$ cat src/amcr_pkg.sv
package amcr_pkg;

    // Register offsets on the serial control bus
    localparam logic [7:0] MODE_CONTROL_ADDR         = 8'h02;
    localparam logic [7:0] LEVEL_CONTROL_TIMING_ADDR = 8'h03;
    localparam logic [7:0] LEVEL_CONTROL_SETUP_ADDR  = 8'h04;
    localparam logic [7:0] ERROR_CLEAR_ADDR          = 8'h07;

    // Reset values
    localparam logic [7:0] MODE_CONTROL_RESET         = 8'h0c;
    localparam logic [7:0] LEVEL_CONTROL_TIMING_RESET = 8'h2b;
    localparam logic [7:0] LEVEL_CONTROL_SETUP_RESET  = 8'h5b;

    // Writable bit masks; cleared bits are fixed zero
    localparam logic [7:0] MODE_CONTROL_MASK         = 8'h3f;
    localparam logic [7:0] LEVEL_CONTROL_TIMING_MASK = 8'h3f;

    // Field positions
    localparam int SLEW_LSB     = 4;
    localparam int OC_RESUME    = 3;
    localparam int OT_RESUME    = 2;
    localparam int RIGHT_MIX    = 1;
    localparam int LEFT_MIX     = 0;
    localparam int RELEASE_LSB  = 3;
    localparam int ATTACK_LSB   = 0;
    localparam int LC_ON_BIT    = 7;
    localparam int CURVE_LSB    = 5;
    localparam int BASIS_BIT    = 4;
    localparam int LEVEL_LSB    = 0;

    // Step timing
    localparam int CLK_HZ        = 100_000_000;
    localparam int ATTACK_BASE_US = 32;
    localparam int RELEASE_BASE_MS = 4;
    localparam int ATTACK_BASE_CYCLES  = CLK_HZ / 1_000_000 * ATTACK_BASE_US;
    localparam int RELEASE_BASE_CYCLES = CLK_HZ / 1_000 * RELEASE_BASE_MS;
    localparam int STEP_CNT_W = 32;

    typedef struct packed {
        logic       wr;
        logic [7:0] addr;
        logic [7:0] data;
    } amcr_wr_t;

    typedef struct packed {
        logic       level_control_on;
        logic [1:0] curve_select;
        logic       threshold_basis_select;
        logic [3:0] threshold_level_select;
    } amcr_setup_t;

endpackage

$ cat src/amcr_regs.sv
`timescale 1ns/1ps
module amcr_regs #(
    parameter int ATTACK_BASE  = amcr_pkg::ATTACK_BASE_CYCLES,
    parameter int RELEASE_BASE = amcr_pkg::RELEASE_BASE_CYCLES
) (
    // Clock and reset
    input  wire logic               CLK,
    input  wire logic               ARST_N,
    // Host register access: one write strobe, combinational read
    input  wire amcr_pkg::amcr_wr_t WR,
    input  wire logic [7:0]         RD_ADDR,
    output logic [7:0]              RD_DATA,
    // Fault levels from the power stage, on this clock
    input  wire logic               OC_FAULT,
    input  wire logic               OT_FAULT,
    // Mode settings
    output logic [1:0]              SLEW_SELECT,
    output logic                    OVERCURRENT_AUTO_RESUME,
    output logic                    OVERTEMP_AUTO_RESUME,
    output logic                    RIGHT_TO_BOTH_MIX,
    output logic                    LEFT_TO_BOTH_MIX,
    // Level control setup, lock, fault latches and step pulses
    output amcr_pkg::amcr_setup_t   SETUP,
    output logic                    GAIN_WRITE_LOCK,
    output logic                    OC_LATCHED,
    output logic                    OT_LATCHED,
    output logic                    ATTACK_STEP,
    output logic                    RELEASE_STEP,
    output logic signed [7:0]       GAIN_STEP_HALF_DB
);

    typedef struct packed {
        // Register images, fixed-zero bits already masked
        logic [7:0]                          mode;
        logic [7:0]                          timing;
        logic [7:0]                          setup;
        // Fault latches, used only with autorecovery off
        logic                                oc_latched;
        logic                                ot_latched;
        // Step timers count down to zero, then reload; the width must hold
        // the longest period, the release base shifted by seven
        logic [amcr_pkg::STEP_CNT_W-1:0]     attack_cnt;
        logic [amcr_pkg::STEP_CNT_W-1:0]     release_cnt;
        // One-cycle pulses at the start of each step
        logic                                attack_step;
        logic                                release_step;
    } amcr_state_t;

    amcr_state_t state;
    amcr_state_t next_state;

    // Period of one step: base shifted left by the code, latched at step start
    function automatic logic [amcr_pkg::STEP_CNT_W-1:0] step_period(
        input int         base,
        input logic [2:0] code
    );
        logic [amcr_pkg::STEP_CNT_W-1:0] b;
        b = amcr_pkg::STEP_CNT_W'(base);
        return b << code;
    endfunction

    // A write request aimed at one register offset
    function automatic logic addr_hit(
        input amcr_pkg::amcr_wr_t req,
        input logic [7:0]         offset
    );
        return req.wr && (req.addr == offset);
    endfunction

    // Masked register write: only writable bits take the new data, so
    // fixed-zero bits stay zero however the host fills them.
    function automatic logic [7:0] write_reg(
        input logic [7:0] current,
        input logic       hit,
        input logic [7:0] data,
        input logic [7:0] mask
    );
        logic [7:0] result;
        result = current;
        if (hit)
        begin
            result = data & mask;
        end
        return result;
    endfunction

    // Fault latch: a fault with autorecovery off sets it and an error
    // clear drops it; the set wins so a fault still present is kept.
    function automatic logic latch_next(
        input logic latched,
        input logic fault,
        input logic auto_resume,
        input logic clear
    );
        logic result;
        result = latched;
        if (clear)
        begin
            result = 1'b0;
        end
        if (fault && !auto_resume)
        begin
            result = 1'b1;
        end
        return result;
    endfunction

    // A step starts on the cycle a running timer sits at zero
    function automatic logic step_fires(
        input logic [amcr_pkg::STEP_CNT_W-1:0] count
    );
        return count == '0;
    endfunction

    // Step counter: reload at zero with the period of the code read
    // now, else count down; a new code thus waits for the next step.
    function automatic logic [amcr_pkg::STEP_CNT_W-1:0] count_next(
        input logic [amcr_pkg::STEP_CNT_W-1:0] count,
        input int                              base,
        input logic [2:0]                      code
    );
        logic [amcr_pkg::STEP_CNT_W-1:0] result;
        if (step_fires(count))
        begin
            result = step_period(base, code) - 1'b1;
        end
        else
        begin
            result = count - 1'b1;
        end
        return result;
    endfunction

    // Read mux; offsets outside this slice read zero
    function automatic logic [7:0] read_reg(
        input amcr_state_t regs,
        input logic [7:0]  addr
    );
        logic [7:0] result;
        unique case (addr)
            amcr_pkg::MODE_CONTROL_ADDR:
            begin
                result = regs.mode;
            end
            amcr_pkg::LEVEL_CONTROL_TIMING_ADDR:
            begin
                result = regs.timing;
            end
            amcr_pkg::LEVEL_CONTROL_SETUP_ADDR:
            begin
                result = regs.setup;
            end
            default:
            begin
                result = 8'h00;
            end
        endcase
        return result;
    endfunction

    logic       wr_mode;
    logic       wr_timing;
    logic       wr_setup;
    logic       wr_clear;
    logic       lc_on;
    logic [2:0] attack_code;
    logic [2:0] release_code;

    // One strobe cycle is one write; the register changes on that edge
    assign wr_mode      = addr_hit(WR, amcr_pkg::MODE_CONTROL_ADDR);
    assign wr_timing    = addr_hit(WR, amcr_pkg::LEVEL_CONTROL_TIMING_ADDR);
    assign wr_setup     = addr_hit(WR, amcr_pkg::LEVEL_CONTROL_SETUP_ADDR);
    assign wr_clear     = addr_hit(WR, amcr_pkg::ERROR_CLEAR_ADDR);
    assign lc_on        = state.setup[amcr_pkg::LC_ON_BIT];
    assign attack_code  = state.timing[amcr_pkg::ATTACK_LSB +: 3];
    assign release_code = state.timing[amcr_pkg::RELEASE_LSB +: 3];

    always_comb
    begin
        next_state              = state;
        next_state.attack_step  = 1'b0;
        next_state.release_step = 1'b0;

        // Mode and timing writes drop bits 7:6
        next_state.mode   = write_reg(state.mode, wr_mode, WR.data,
            amcr_pkg::MODE_CONTROL_MASK);
        next_state.timing = write_reg(state.timing, wr_timing, WR.data,
            amcr_pkg::LEVEL_CONTROL_TIMING_MASK);
        // Every bit of the setup register is writable
        next_state.setup  = write_reg(state.setup, wr_setup, WR.data,
            8'hff);

        // Both latches share the one clear strobe
        next_state.oc_latched = latch_next(state.oc_latched, OC_FAULT,
            state.mode[amcr_pkg::OC_RESUME], wr_clear);
        next_state.ot_latched = latch_next(state.ot_latched, OT_FAULT,
            state.mode[amcr_pkg::OT_RESUME], wr_clear);

        // Step timers run only while the controller is enabled; holding
        // them at zero makes the first step start right after enable.
        if (!lc_on)
        begin
            next_state.attack_cnt = '0;
        end
        else
        begin
            next_state.attack_cnt  = count_next(state.attack_cnt,
                ATTACK_BASE, attack_code);
            next_state.attack_step = step_fires(state.attack_cnt);
        end

        if (!lc_on)
        begin
            next_state.release_cnt = '0;
        end
        else
        begin
            next_state.release_cnt  = count_next(state.release_cnt,
                RELEASE_BASE, release_code);
            next_state.release_step = step_fires(state.release_cnt);
        end
    end

    // Reset loads the power-on defaults field by field
    always_ff @(posedge CLK or negedge ARST_N)
    begin
        if (!ARST_N)
        begin
            state.mode         <= amcr_pkg::MODE_CONTROL_RESET;
            state.timing       <= amcr_pkg::LEVEL_CONTROL_TIMING_RESET;
            state.setup        <= amcr_pkg::LEVEL_CONTROL_SETUP_RESET;
            state.oc_latched   <= 1'b0;
            state.ot_latched   <= 1'b0;
            state.attack_cnt   <= '0;
            state.release_cnt  <= '0;
            state.attack_step  <= 1'b0;
            state.release_step <= 1'b0;
        end
        else
        begin
            state <= next_state;
        end
    end

    // Combinational read, so a write shows on the very next cycle
    always_comb
    begin
        RD_DATA = read_reg(state, RD_ADDR);
    end

    // Mode register fields drive the amplifier settings directly
    assign SLEW_SELECT             = state.mode[amcr_pkg::SLEW_LSB +: 2];
    assign OVERCURRENT_AUTO_RESUME = state.mode[amcr_pkg::OC_RESUME];
    assign OVERTEMP_AUTO_RESUME    = state.mode[amcr_pkg::OT_RESUME];
    assign RIGHT_TO_BOTH_MIX       = state.mode[amcr_pkg::RIGHT_MIX];
    assign LEFT_TO_BOTH_MIX        = state.mode[amcr_pkg::LEFT_MIX];

    // Level control setup, unpacked field by field
    assign SETUP.level_control_on       = lc_on;
    assign SETUP.curve_select           = state.setup[amcr_pkg::CURVE_LSB +: 2];
    assign SETUP.threshold_basis_select = state.setup[amcr_pkg::BASIS_BIT];
    assign SETUP.threshold_level_select = state.setup[amcr_pkg::LEVEL_LSB +: 4];

    // The gain registers outside this slice must refuse writes while
    // this lock is high, so the controller alone moves the gain.
    assign GAIN_WRITE_LOCK         = lc_on;

    assign OC_LATCHED              = state.oc_latched;
    assign OT_LATCHED              = state.ot_latched;
    assign ATTACK_STEP             = state.attack_step;
    assign RELEASE_STEP            = state.release_step;

    // One gain step is one code unit of half a dB
    assign GAIN_STEP_HALF_DB       = 8'sh01;

endmodule // amcr_regs

$ cat config.mk
export PLATFORM = sky130hd
export DESIGN_NAME = amcr_regs
export DESIGN_NICKNAME = d
export VERILOG_FILES = /design/src/amcr_pkg.sv /design/src/amcr_regs.sv
export SDC_FILE = /design/constraint.sdc
export NUM_CORES = 1
export LEC_CHECK = 0
export BUFFER_PORTS_ARGS = -buffer_cell sky130_fd_sc_hd__buf_2
export CORE_MARGIN = 1
export CORE_UTILIZATION = 60
export DETAILED_ROUTE_END_ITERATION = 10
export PLACE_DENSITY = 0.82
export SETUP_SLACK_MARGIN = 0.15
export SYNTH_ARGS = -nofsm -noshare
export SYNTH_HDL_FRONTEND = slang
export SYNTH_SLANG_ARGS = --single-unit
$ cat constraint.sdc
create_clock -name CLK -period 5.3 [get_ports CLK]
set_clock_uncertainty 0.1 [all_clocks]
set_input_delay 0 -clock CLK [delete_from_list [all_inputs] [get_ports CLK]]
set_output_delay 0 -clock CLK [all_outputs]
set_load 0.05 [all_outputs]
==> impl_metrics.py, run 1 <==
metrics = {
    "outcome": {
        "outcome": "complete, no violations",
    },
    "floorplan": {
        "io_pins": 64,
        "placementRows": 35,
        "initial_utilization_pct": 61.74,
        "die_y_um": 99.28,
        "die_x_um": 99.28,
        "dieArea_um2": 9857,
        "placeableCoreArea_um2": 9196,
    },
    "final_layout": {
        "fin_util_pct": 68.42,
        "n_fill_cell": 745,
        "fin_cells": 796,
        "finish.instance_area_um2": 6292,
        "areaGrowthSynthToFinish_pct": 10.82,
        "n_antenna_cell": 0,
        "nets": 722,
        "drive_gt1_share_pct": 19.42,
        "multi_input_area_um2": 3168,
        "seq_area_um2": 2216,
    },
    "clock_network": {
        "cts.sinks": 88,
        "clkLatencyLatePin_ps": 370,
        "cts_buffers": 9,
        "root_buffer": "clkbuf_8",
        "htreeDepth": 3,
        "cts_setup_buffers": 0,
        "clk_pin_slew_worst_paths_ps": 90,
        "cts_tree": "built",
        "cts.path.max_buffers": 2,
        "cts_resized": 0,
    },
    "timing": {
        "hold_viol": 0,
        "holdWs_ps": 24.35,
        "rsz0062_at_grt": "false",
        "max_slew_margin_pct": 19.31,
        "worstMarginPinSlew_ps": 1208,
        "fin_crit_sh_pct": 65.15,
        "fin_tns_setup_ps": 0,
        "setup_ws_ps": 1847,
        "setup_violations": 0,
        "slew_violations": 0,
        "fmax_ghz": 0.2896,
        "min_period_ps": 3453,
    },
    "critical_path": {
        "worstPathArrival_ps": 3580,
        "worstPathCellList": "nor4_1, nand4b_1, nor3_4, mux2i_1, o21ai_0, nor3b_1",
        "cpPeakStageDelay_ps": 960,
        "crit_path_end_kind": "flop",
        "cp_max_fo": 14,
        "cp_slowest_cell": "mux2i_1",
        "start_kind": "flop",
        "path_class": "flop to flop",
        "worst_ep_required_time_ps": 5430,
    },
    "drt": {
        "num_vias": 5055,
        "remaining_drc_errors": 0,
        "drt_iter0_drc": 225,
        "drt-pass1-iter-count": 5,
        "post_drt_via_cell_ratio": 6.351,
        "wire_per_inst_um": 17.56,
        "ant_nets": 0,
        "wl_mm": 13.98,
    },
    "yosys": {
        "synth-seq-area-share_pct": 39.03,
        "synth_edf_count": 0,
        "syn_area_um2": 5678,
        "netlist_instances": 634,
        "ys_warn_count": 0,
        "synth_top_family_by_area": "simple AND/OR/NAND/NOR gates",
        "async_reset_ff_share_pct": 100.0,
        "synth_cell_types": 71,
        "avgSynthCellArea_um2": 8.956,
        "synth_simple_gate_area_share_pct": 26.13,
        "synthXorXnorAreaFrac_pct": 2.314,
        "synth-adder-area-share_pct": 2.865,
        "synth.area.mux_share_pct": 8.352,
        "ys_ff_latch": 88,
        "synth-compound-area-share_pct": 15.60,
        "synthFlopType": "dfrtp_1",
    },
    "pwr": {
        "ir_drop_mv": 0.2276,
        "switchingPower_mw": 1.041,
        "pwr-share-seq_pct": 30.4,
        "leakagePower_nw": 2.924,
        "internal_power_mw": 1.441,
        "powerDensity_nw_per_um2": 394.5,
        "comb_power_share_pct": 48.3,
        "switching_share_pct": 41.95,
        "p_clk_share_pct": 21.3,
        "total_power_mw": 2.482,
    },
    "placed_design": {
        "preCtsSetupSlack_ps": 1929,
        "placed_cell_area_um2": 5909,
        "dpl.hpwl_mm": 9.374,
        "numPortBuffers": 55,
        "dp_cells": 764,
        "gp_congestion": 0.9792,
    },
    "global_routing": {
        "gr-usage-all-layers_pct": 29.98,
        "grt_pass1_vias": 4945,
        "grt_max_degree": 66,
        "grt_overflow": 0,
        "antenna_found_initial": 0,
        "grt_pass1_wl_mm": 23.49,
    },
    "job": {
        "drv_cap": 0,
    },
    "min_path": {
        "hold_path.class": "input pin to flop",
    },
}
-- synth_stat cells, types with 3 or more instances --
library cell	n	area, um^2
nand2_1	51	191.4
mux2i_1	26	260.3
mux2_2	19	214.0
or4_1	9	67.56
o21ai_0	34	170.2
nand4_1	5	31.28
or2_2	14	87.58
o41ai_1	4	35.03
nor3_1	30	150.1
a211o_1	4	35.03
buf_2	4	20.02
ha_1	13	162.7
a21o_1	6	45.04
xor2_1	4	35.03
a21oi_1	31	155.2
nand2b_1	19	118.9
a211oi_1	4	30.03
o311a_1	3	30.03
nor4_1	34	212.7
nor2_1	57	214.0
nor3b_1	10	75.07
or3_1	15	93.84
o31a_1	3	26.28
inv_1	16	60.06
a31oi_1	8	50.05
dfstp_2	11	289.0
o21a_1	3	22.52
nand3_1	8	40.04
dfrtp_1	77	1927
buf_4	18	135.1
clkbuf_1	25	93.84
o31ai_1	7	52.55
xnor2_1	11	96.34
-- routing by layer --
layer  vias to the layer above  wire, um  track usage [%]
li1                       2389         -                -
met1                      2449      5718            36.53
met2                       182      7172            52.08
met3                        35       741            5.060
met4                         0       346            13.80
met5                         -         0                0
-- worst max-delay path, delay by kind of cell, from the launching register on --
family	cells	cell delay, ps
flip-flops	1	420
AO/OA/AOI/OAI	1	200
multiplexers	1	960
AND/OR/NAND/NOR	4	1630
-- timing repair --
item / 4_1_cts / 5_1_grt
hold buffers: 16 / 0
setup endpoints to repair: 0 / 0
hold endpoints to repair: 45 / 0
-- placed cells by master (no fill, tap or decap), drive strengths merged, types with 5 or more instances in the layout --
cell type,count
nand3,8
dfrtp,77
a21oi,31
o31ai,7
ha,13
dfstp,11
buf,61
mux2,19
a31oi,8
mux2i,26
clkbuf,11
nor4,36
nor3b,10
nor2,57
nand2,51
or3,15
or4,11
o21ai,35
nand2b,19
inv,16
nor3,32
nand4,5
a21o,6
or2,14
xnor2,11
conb,8
dlygate4sd3,16
-- cells by family after synthesis --
| family | Yosys count |
|---|---|
| other | 2 |
| xor gates and xnor gates | 15 |
| adders and majority gates | 13 |
| buffers and inverters | 65 |
| DFF | 88 |
| muxes | 45 |
| and+or+nand+nor | 273 |
| AOI/OAI and AO/OA | 133 |
-- state kept, by name (all words and copies together), names as in the netlist --
signal	cells
state	64
SETUP	8
attack_code	3
release_code	3
SLEW_SELECT	2
ATTACK_STEP	1
LEFT_TO_BOTH_MIX	1
OC_LATCHED	1
OT_LATCHED	1
OVERCURRENT_AUTO_RESUME	1
OVERTEMP_AUTO_RESUME	1
RELEASE_STEP	1
RIGHT_TO_BOTH_MIX	1
-- area by class of cell --
class | instances | area share, %
Multi-Input combinational cell | 487 | 50.35
Sequential cell | 88 | 35.22
Timing Repair Buffer | 77 | 7.675
Clock buffer | 11 | 2.247
Tap cell | 111 | 2.207
Clock inverter | 5 | 1.293
Inverter | 17 | 1.014
-- power groups by stage --
stage	clock network, mW	registers [mW]	logic [mW]
after floorplan	0	0.758	0.948
after global placement	0	0.763	1.13
after detailed placement	0	0.765	1.16
after CTS	0.536	0.753	1.18
after global routing	0.563	0.761	1.31
final	0.528	0.755	1.20
-- worst paths after layout --
path                                      from                           to  slack [ps]  cells past startpoint
hold / removal                          WR[10]  release_code[0]$_DFFE_PN1P_          20                      4
max in group asynchronous               ARST_N           state[2]$_DFF_PN0_        3760                      3
hold reg to reg            state[34]$_DFF_PN0_          state[34]$_DFF_PN0_         380                      1
setup reg to reg            state[5]$_DFF_PN0_          state[22]$_DFF_PN0_        1850                      6
setup / recovery            state[5]$_DFF_PN0_          state[22]$_DFF_PN0_        1850                      6
min in group asynchronous               ARST_N         SETUP[3]$_DFFE_PN1P_          30                      2
Power figures use the tool's default switching activity.
==> inputs of run 2 (changes only) <==
Settings changed: ABC_AREA set to 1, CORE_UTILIZATION 60 to 54, PLACE_DENSITY 0.82 to 0.78.
Clock period 5.3 ns to 2.91 ns, I/O delays scaled along.
==> impl_metrics.py, run 2 <==
metrics = {
    "outcome": {
        "outcome": "complete, no violations",
    },
    "floorplan": {
        "placementRows": 37,
        "die_y_um": 105.1,
        "io_pins": 64,
        "die_x_um": 105.1,
        "initial_utilization_pct": 55.62,
        "dieArea_um2": 11050,
        "placeableCoreArea_um2": 10320,
    },
    "global_routing": {
        "grt_pass1_wl_mm": 23.63,
        "grt_pass1_vias": 5188,
        "antenna_found_initial": 0,
        "grt_max_degree": 88,
        "grt_overflow": 0,
        "gr-usage-all-layers_pct": 27.06,
    },
    "yosys": {
        "synth_most_common_cell": "nand2_1",
        "synth-seq-area-share_pct": 38.59,
        "synthTopCellsByArea": "dfrtp_1 34%, nand2_1 14%, nor2_1 12%, inv_1 8.0%, dfstp_2 5.0%",
        "yosysTopAreaCellShare_pct": 33.56,
        "netlist_instances": 864,
        "syn_area_um2": 5742,
        "ys_warn_count": 0,
        "synth_cell_types": 41,
        "async_reset_ff_share_pct": 100.0,
        "synthFlopType": "dfrtp_1",
        "ys_ff_latch": 88,
        "yosys.area.top_type": "dfrtp_1",
        "avgSynthCellArea_um2": 6.646,
        "ys_top_cells_by_count": "217 x nand2_1, 189 x nor2_1, 123 x inv_1",
        "synth_edf_count": 0,
    },
    "final_layout": {
        "n_antenna_cell": 0,
        "n_fill_cell": 982,
        "fin_util_pct": 61.91,
        "nets": 964,
        "largest_register_ffs": 64,
        "mostFrequentLayoutCells": "217 x nand2_1, 187 x nor2_1, 123 x inv_1, 77 x dfrtp_1, 54 x buf_2",
        "top_register": "state",
        "finish.instance_area_um2": 6391,
        "areaGrowthSynthToFinish_pct": 11.31,
        "final_common_cell": "nand2_1",
        "drive_gt1_share_pct": 11.65,
    },
    "clock_network": {
        "clkLatencyLatePin_ps": 370,
        "cts.path.max_buffers": 2,
        "htreeDepth": 3,
        "cts_setup_buffers": 0,
        "cts_buffers": 9,
        "root_buffer": "clkbuf_8",
        "cts.sinks": 88,
        "clk_pin_slew_worst_paths_ps": 90,
        "cts_tree": "built",
    },
    "pwr": {
        "ir_drop_mv": 0.3481,
        "powerDensity_nw_per_um2": 564.0,
        "leakagePower_nw": 3.492,
    },
    "drt": {
        "ant_nets": 0,
        "wire_per_inst_um": 13.10,
        "wl_mm": 13.93,
        "post_drt_via_cell_ratio": 5.104,
        "num_vias": 5426,
        "remaining_drc_errors": 0,
        "drt-pass1-iter-count": 5,
        "drt_iter0_drc": 308,
    },
    "timing": {
        "rsz0062_at_grt": "true",
        "fin_crit_sh_pct": 88.85,
        "max_slew_margin_pct": 26.41,
        "holdWs_ps": 86.73,
        "setup_ws_ps": 324.4,
        "worstMarginPinSlew_ps": 1104,
        "min_period_ps": 2586,
        "fin_tns_setup_ps": 0,
        "slew_violations": 0,
        "hold_viol": 0,
        "fmax_ghz": 0.3868,
        "setup_violations": 0,
    },
    "critical_path": {
        "start_kind": "flop",
        "worstPathArrival_ps": 2740,
        "cp_max_fo": 6,
        "worst_ep_required_time_ps": 3070,
        "r2r_setup_slack_ps": 320,
        "path_class": "flop to flop",
        "crit_path_end_kind": "flop",
    },
    "placed_design": {
        "placed_cell_area_um2": 6018,
        "gp_congestion": 0.9199,
        "dpl.hpwl_mm": 10.12,
        "preCtsSetupSlack_ps": 363.2,
        "numPortBuffers": 55,
    },
    "min_path": {
        "hold_path.class": "input pin to flop",
    },
    "job": {
        "drv_cap": 0,
    },
}
==> run 2: final timing paths <==
path | startpoint | to | depth (start not counted)
max | release_code[0]$_DFFE_PN1P_ | state[20]$_DFF_PN0_ | 12
max in group asynchronous | ARST_N | release_code[0]$_DFFE_PN1P_ | 3
min | WR[9] | release_code[0]$_DFFE_PN1P_ | 3
max reg2reg | release_code[0]$_DFFE_PN1P_ | state[20]$_DFF_PN0_ | 12
min in group asynchronous | ARST_N | state[27]$_DFF_PN0_ | 2
min reg2reg | state[34]$_DFF_PN0_ | state[34]$_DFF_PN0_ | 1
==> run 2: kinds of logic (layout without fill, tap and decap cells) <==
kind of cell,Yosys count,after routing,share of synthesized area [%]
AO/OA/AOI/OAI,108,108,10.05
XOR/XNOR,6,6,0.9152
adder cells (fa/ha/maj),13,13,2.833
buffers and inverters,158,215,12.01
flip-flops,88,88,38.59
other,2,8,0.1308
AND/OR/NAND/NOR,489,489,35.48
==> run 2: layout make-up <==
| cell class | count | area, um^2 | area share (%) |
|---|---|---|---|
| multi-input combinational | 624 | 2874 | 44.97 |
| sequential | 88 | 2216 | 34.67 |
| inverter | 126 | 473.0 | 7.400 |
| timing repair buffer | 73 | 450.4 | 7.048 |
| tap | 136 | 170.2 | 2.662 |
| clock buffer | 12 | 155.1 | 2.428 |
| clock inverter | 4 | 52.55 | 0.8222 |
==> run 2: routing by layer <==
metal  vias up  global-route usage [%]  part of all wire, %
met2       129                   48.49                   50
met5         -                       0                    0
li1       2779                       -                    -
met3        26                   5.677                  4.9
met4         0                   8.853                  2.3
met1      2492                   32.19                   42
==> run 2: repair_timing <==
item,4_1_cts,5_1_grt
endpoints found under the hold margin,99,0
setup endpoints to repair,0,8
gates resized for setup,0,4
hold buffers,15,0
==> run 2: power breakdown <==
part,switching [mW],internal (mW)
Sequential,0.0344,1.27
Clock,0.445,0.447
Combinational,1.03,0.378
Total,1.51,2.09
==> run 2: stage by stage <==
stage	cells	power [mW]
2_1_floorplan	870	2.421
3_3_place_gp	1032	2.675
3_5_place_dp	1032	2.684
4_1_cts	1063	3.600
5_1_grt	1063	3.853
6_report	1063	3.605
==> run 2: worst max-delay path, cell delays in order (launching register included) <==
cell,delay (ps)
dfstp_2,590
inv_1,120
ha_1,260
nor2_1,190
nor2_1,80
nand2_1,70
nand2_1,110
nor2_1,180
nand3_1,200
nor3_1,330
nand3_1,110
nand2_1,80
nor2_1,50
==> inputs of run 3 (changes only) <==
Settings changed: HOLD_SLACK_MARGIN set to 0.12.
==> impl_metrics.py, run 3 (synthesis results as in run 2) <==
metrics = {
    "outcome": {
        "outcome": "complete, no violations",
    },
    "clock_network": {
        "root_buffer": "clkbuf_8",
        "cts.sinks": 88,
        "clkLatencyLatePin_ps": 380,
        "htreeDepth": 3,
        "clk_pin_slew_worst_paths_ps": 100,
        "cts_buffers": 9,
        "cts_tree": "built",
        "cts.path.max_buffers": 2,
    },
    "floorplan": {
        "die_y_um": 105.1,
        "placementRows": 37,
        "initial_utilization_pct": 55.62,
        "placeableCoreArea_um2": 10320,
        "io_pins": 64,
        "die_x_um": 105.1,
        "dieArea_um2": 11050,
    },
    "placed_design": {
        "dp_cells": 1032,
        "numPortBuffers": 55,
        "dpl.hpwl_mm": 10.12,
        "gp_congestion": 0.9199,
    },
    "drt": {
        "post_drt_via_cell_ratio": 5.135,
        "wire_per_inst_um": 13.47,
        "ant_nets": 0,
        "wl_mm": 14.51,
        "num_vias": 5530,
        "remaining_drc_errors": 0,
        "drt_iter0_drc": 323,
        "drt-pass1-iter-count": 5,
    },
    "global_routing": {
        "grt_overflow": 0,
        "grt_use_met1_pct": 33.15,
        "antenna_found_initial": 0,
        "grt_busiest_layer": "met2",
        "grt_max_degree": 88,
        "met3_usage_pct": 5.926,
        "grt_pass1_wl_mm": 24.48,
        "gr-usage-all-layers_pct": 28.10,
        "grt_pass1_vias": 5343,
        "gr-usage-met2_pct": 50.43,
    },
    "final_layout": {
        "largest_register_ffs": 64,
        "drive_gt1_share_pct": 12.22,
        "areaGrowthSynthToFinish_pct": 13.92,
        "final_common_cell": "nand2_1",
        "multi_input_area_um2": 2889,
        "nets": 978,
        "mostFrequentLayoutCells": "216 x nand2_1, 184 x nor2_1, 123 x inv_1, 77 x dfrtp_1, 54 x buf_2",
        "seq_area_um2": 2216,
        "n_fill_cell": 947,
        "fin_cells": 1077,
        "n_antenna_cell": 0,
        "top_register": "state",
    },
    "critical_path": {
        "cpPeakStageDelay_ps": 600,
        "crit_buf_inv": 1,
        "start_kind": "flop",
        "startpoint": "release_code[0]$_DFFE_PN1P_",
        "crit_path_end_kind": "flop",
        "worst_ep_required_time_ps": 3070,
        "cp_slowest_cell": "dfstp_2",
        "r2r-end": "state[20]$_DFF_PN0_",
        "path_common_cell": "nand2_1",
        "r2r_start": "release_code[0]$_DFFE_PN1P_",
        "path_class": "flop to flop",
        "crit_family": "simple AND/OR/NAND/NOR gates",
        "r2r_setup_slack_ps": 240,
        "worstPathCellList": "inv_1, ha_1, nor2_1, a21oi_1, nand2_1, nand2_1, nor2_1, nand2_1, nor3_1, nand3_1, nand2_1, nor2_1",
        "r2r_cells": 12,
        "cp_max_fo": 6,
        "worstPathArrival_ps": 2830,
    },
    "pwr": {
        "powerDensity_nw_per_um2": 558.6,
        "ir_drop_mv": 0.3396,
        "leakagePower_nw": 3.562,
        "total_power_mw": 3.654,
    },
    "timing": {
        "holdWs_ps": 228.3,
        "fin_tns_setup_ps": 0,
        "min_period_ps": 2671,
        "slew_violations": 0,
        "hold_viol": 0,
        "rsz0062_at_grt": "true",
        "worstMarginPinSlew_ps": 1102,
        "max_slew_margin_pct": 26.52,
        "fmax_ghz": 0.3744,
        "fin_crit_sh_pct": 91.79,
        "setup_violations": 0,
    },
    "job": {
        "drv_cap": 0,
    },
    "min_path": {
        "hold_path.class": "input pin to flop",
        "hold_depth": 6,
        "min_to": "RIGHT_TO_BOTH_MIX$_DFFE_PN0P_",
        "hold_start": "WR[16]",
    },
}
run 3: cell types whose count changed in the layout (fill, tap and decap cells not counted):
cell / previous run / this run
buf_4: 4 / 6
dlygate4sd3_1: 15 / 27
nand3_1: 32 / 31
nand2_2: 8 / 9
nor2_2: 5 / 8
nand2_1: 217 / 216
nor2_1: 187 / 184
nand3_2: 0 / 1
run 3: final cells by class:
| type | count | share of cell area (%) |
|---|---|---|
| Clock buffer | 12 | 2.372 |
| Tap cell | 136 | 2.601 |
| Timing Repair Buffer | 87 | 8.952 |
| Multi-Input combinational cell | 624 | 44.17 |
| Inverter | 126 | 7.230 |
| Sequential cell | 88 | 33.88 |
| Clock inverter | 4 | 0.8034 |
run 3: routing by layer:
| layer | wire [um] | share of wire, % | vias to the layer above |
|---|---|---|---|
| li1 | - | - | 2809 |
| met1 | 6110 | 42 | 2572 |
| met2 | 7365 | 51 | 119 |
| met3 | 656 | 4.5 | 30 |
| met4 | 373 | 2.6 | 0 |
| met5 | 0 | 0 | - |
run 3: repair_timing:
action,CTS,global route
buffers inserted,0,2
hold endpoints to repair,99,0
hold buffers,27,0
setup endpoints to repair,0,11
gates resized for setup,0,9
run 3: power breakdown:
part / internal, mW / switching (mW)
Combinational: 0.393 / 1.06
Sequential: 1.27 / 0.0347
Clock: 0.448 / 0.455
run 3: worst max-delay path by stage:
stage	end	depth (start not counted)
floorplan	state[30]$_DFF_PN0_	12
global placement	state[30]$_DFF_PN0_	12
detailed placement	state[30]$_DFF_PN0_	12
CTS	state[30]$_DFF_PN0_	12
global route	state[20]$_DFF_PN0_	12
finish	state[20]$_DFF_PN0_	12
run 3: stage by stage:
step	instance area (um^2)	utilization, %	worst slack (ps)
floorplan	5764	-	745.0
global placement	6018	58.30	380.5
detailed placement	6018	58.30	363.2
CTS	6496	62.93	309.2
global route	6541	63.36	129.8
finish	6541	63.36	238.9
run 3: tightest hold or removal path: stages:
cell and delay [ps]:
buf_2 100, inv_1 80, nor4_1 80, nand3b_1 160, buf_4 170, o21ai_0 70
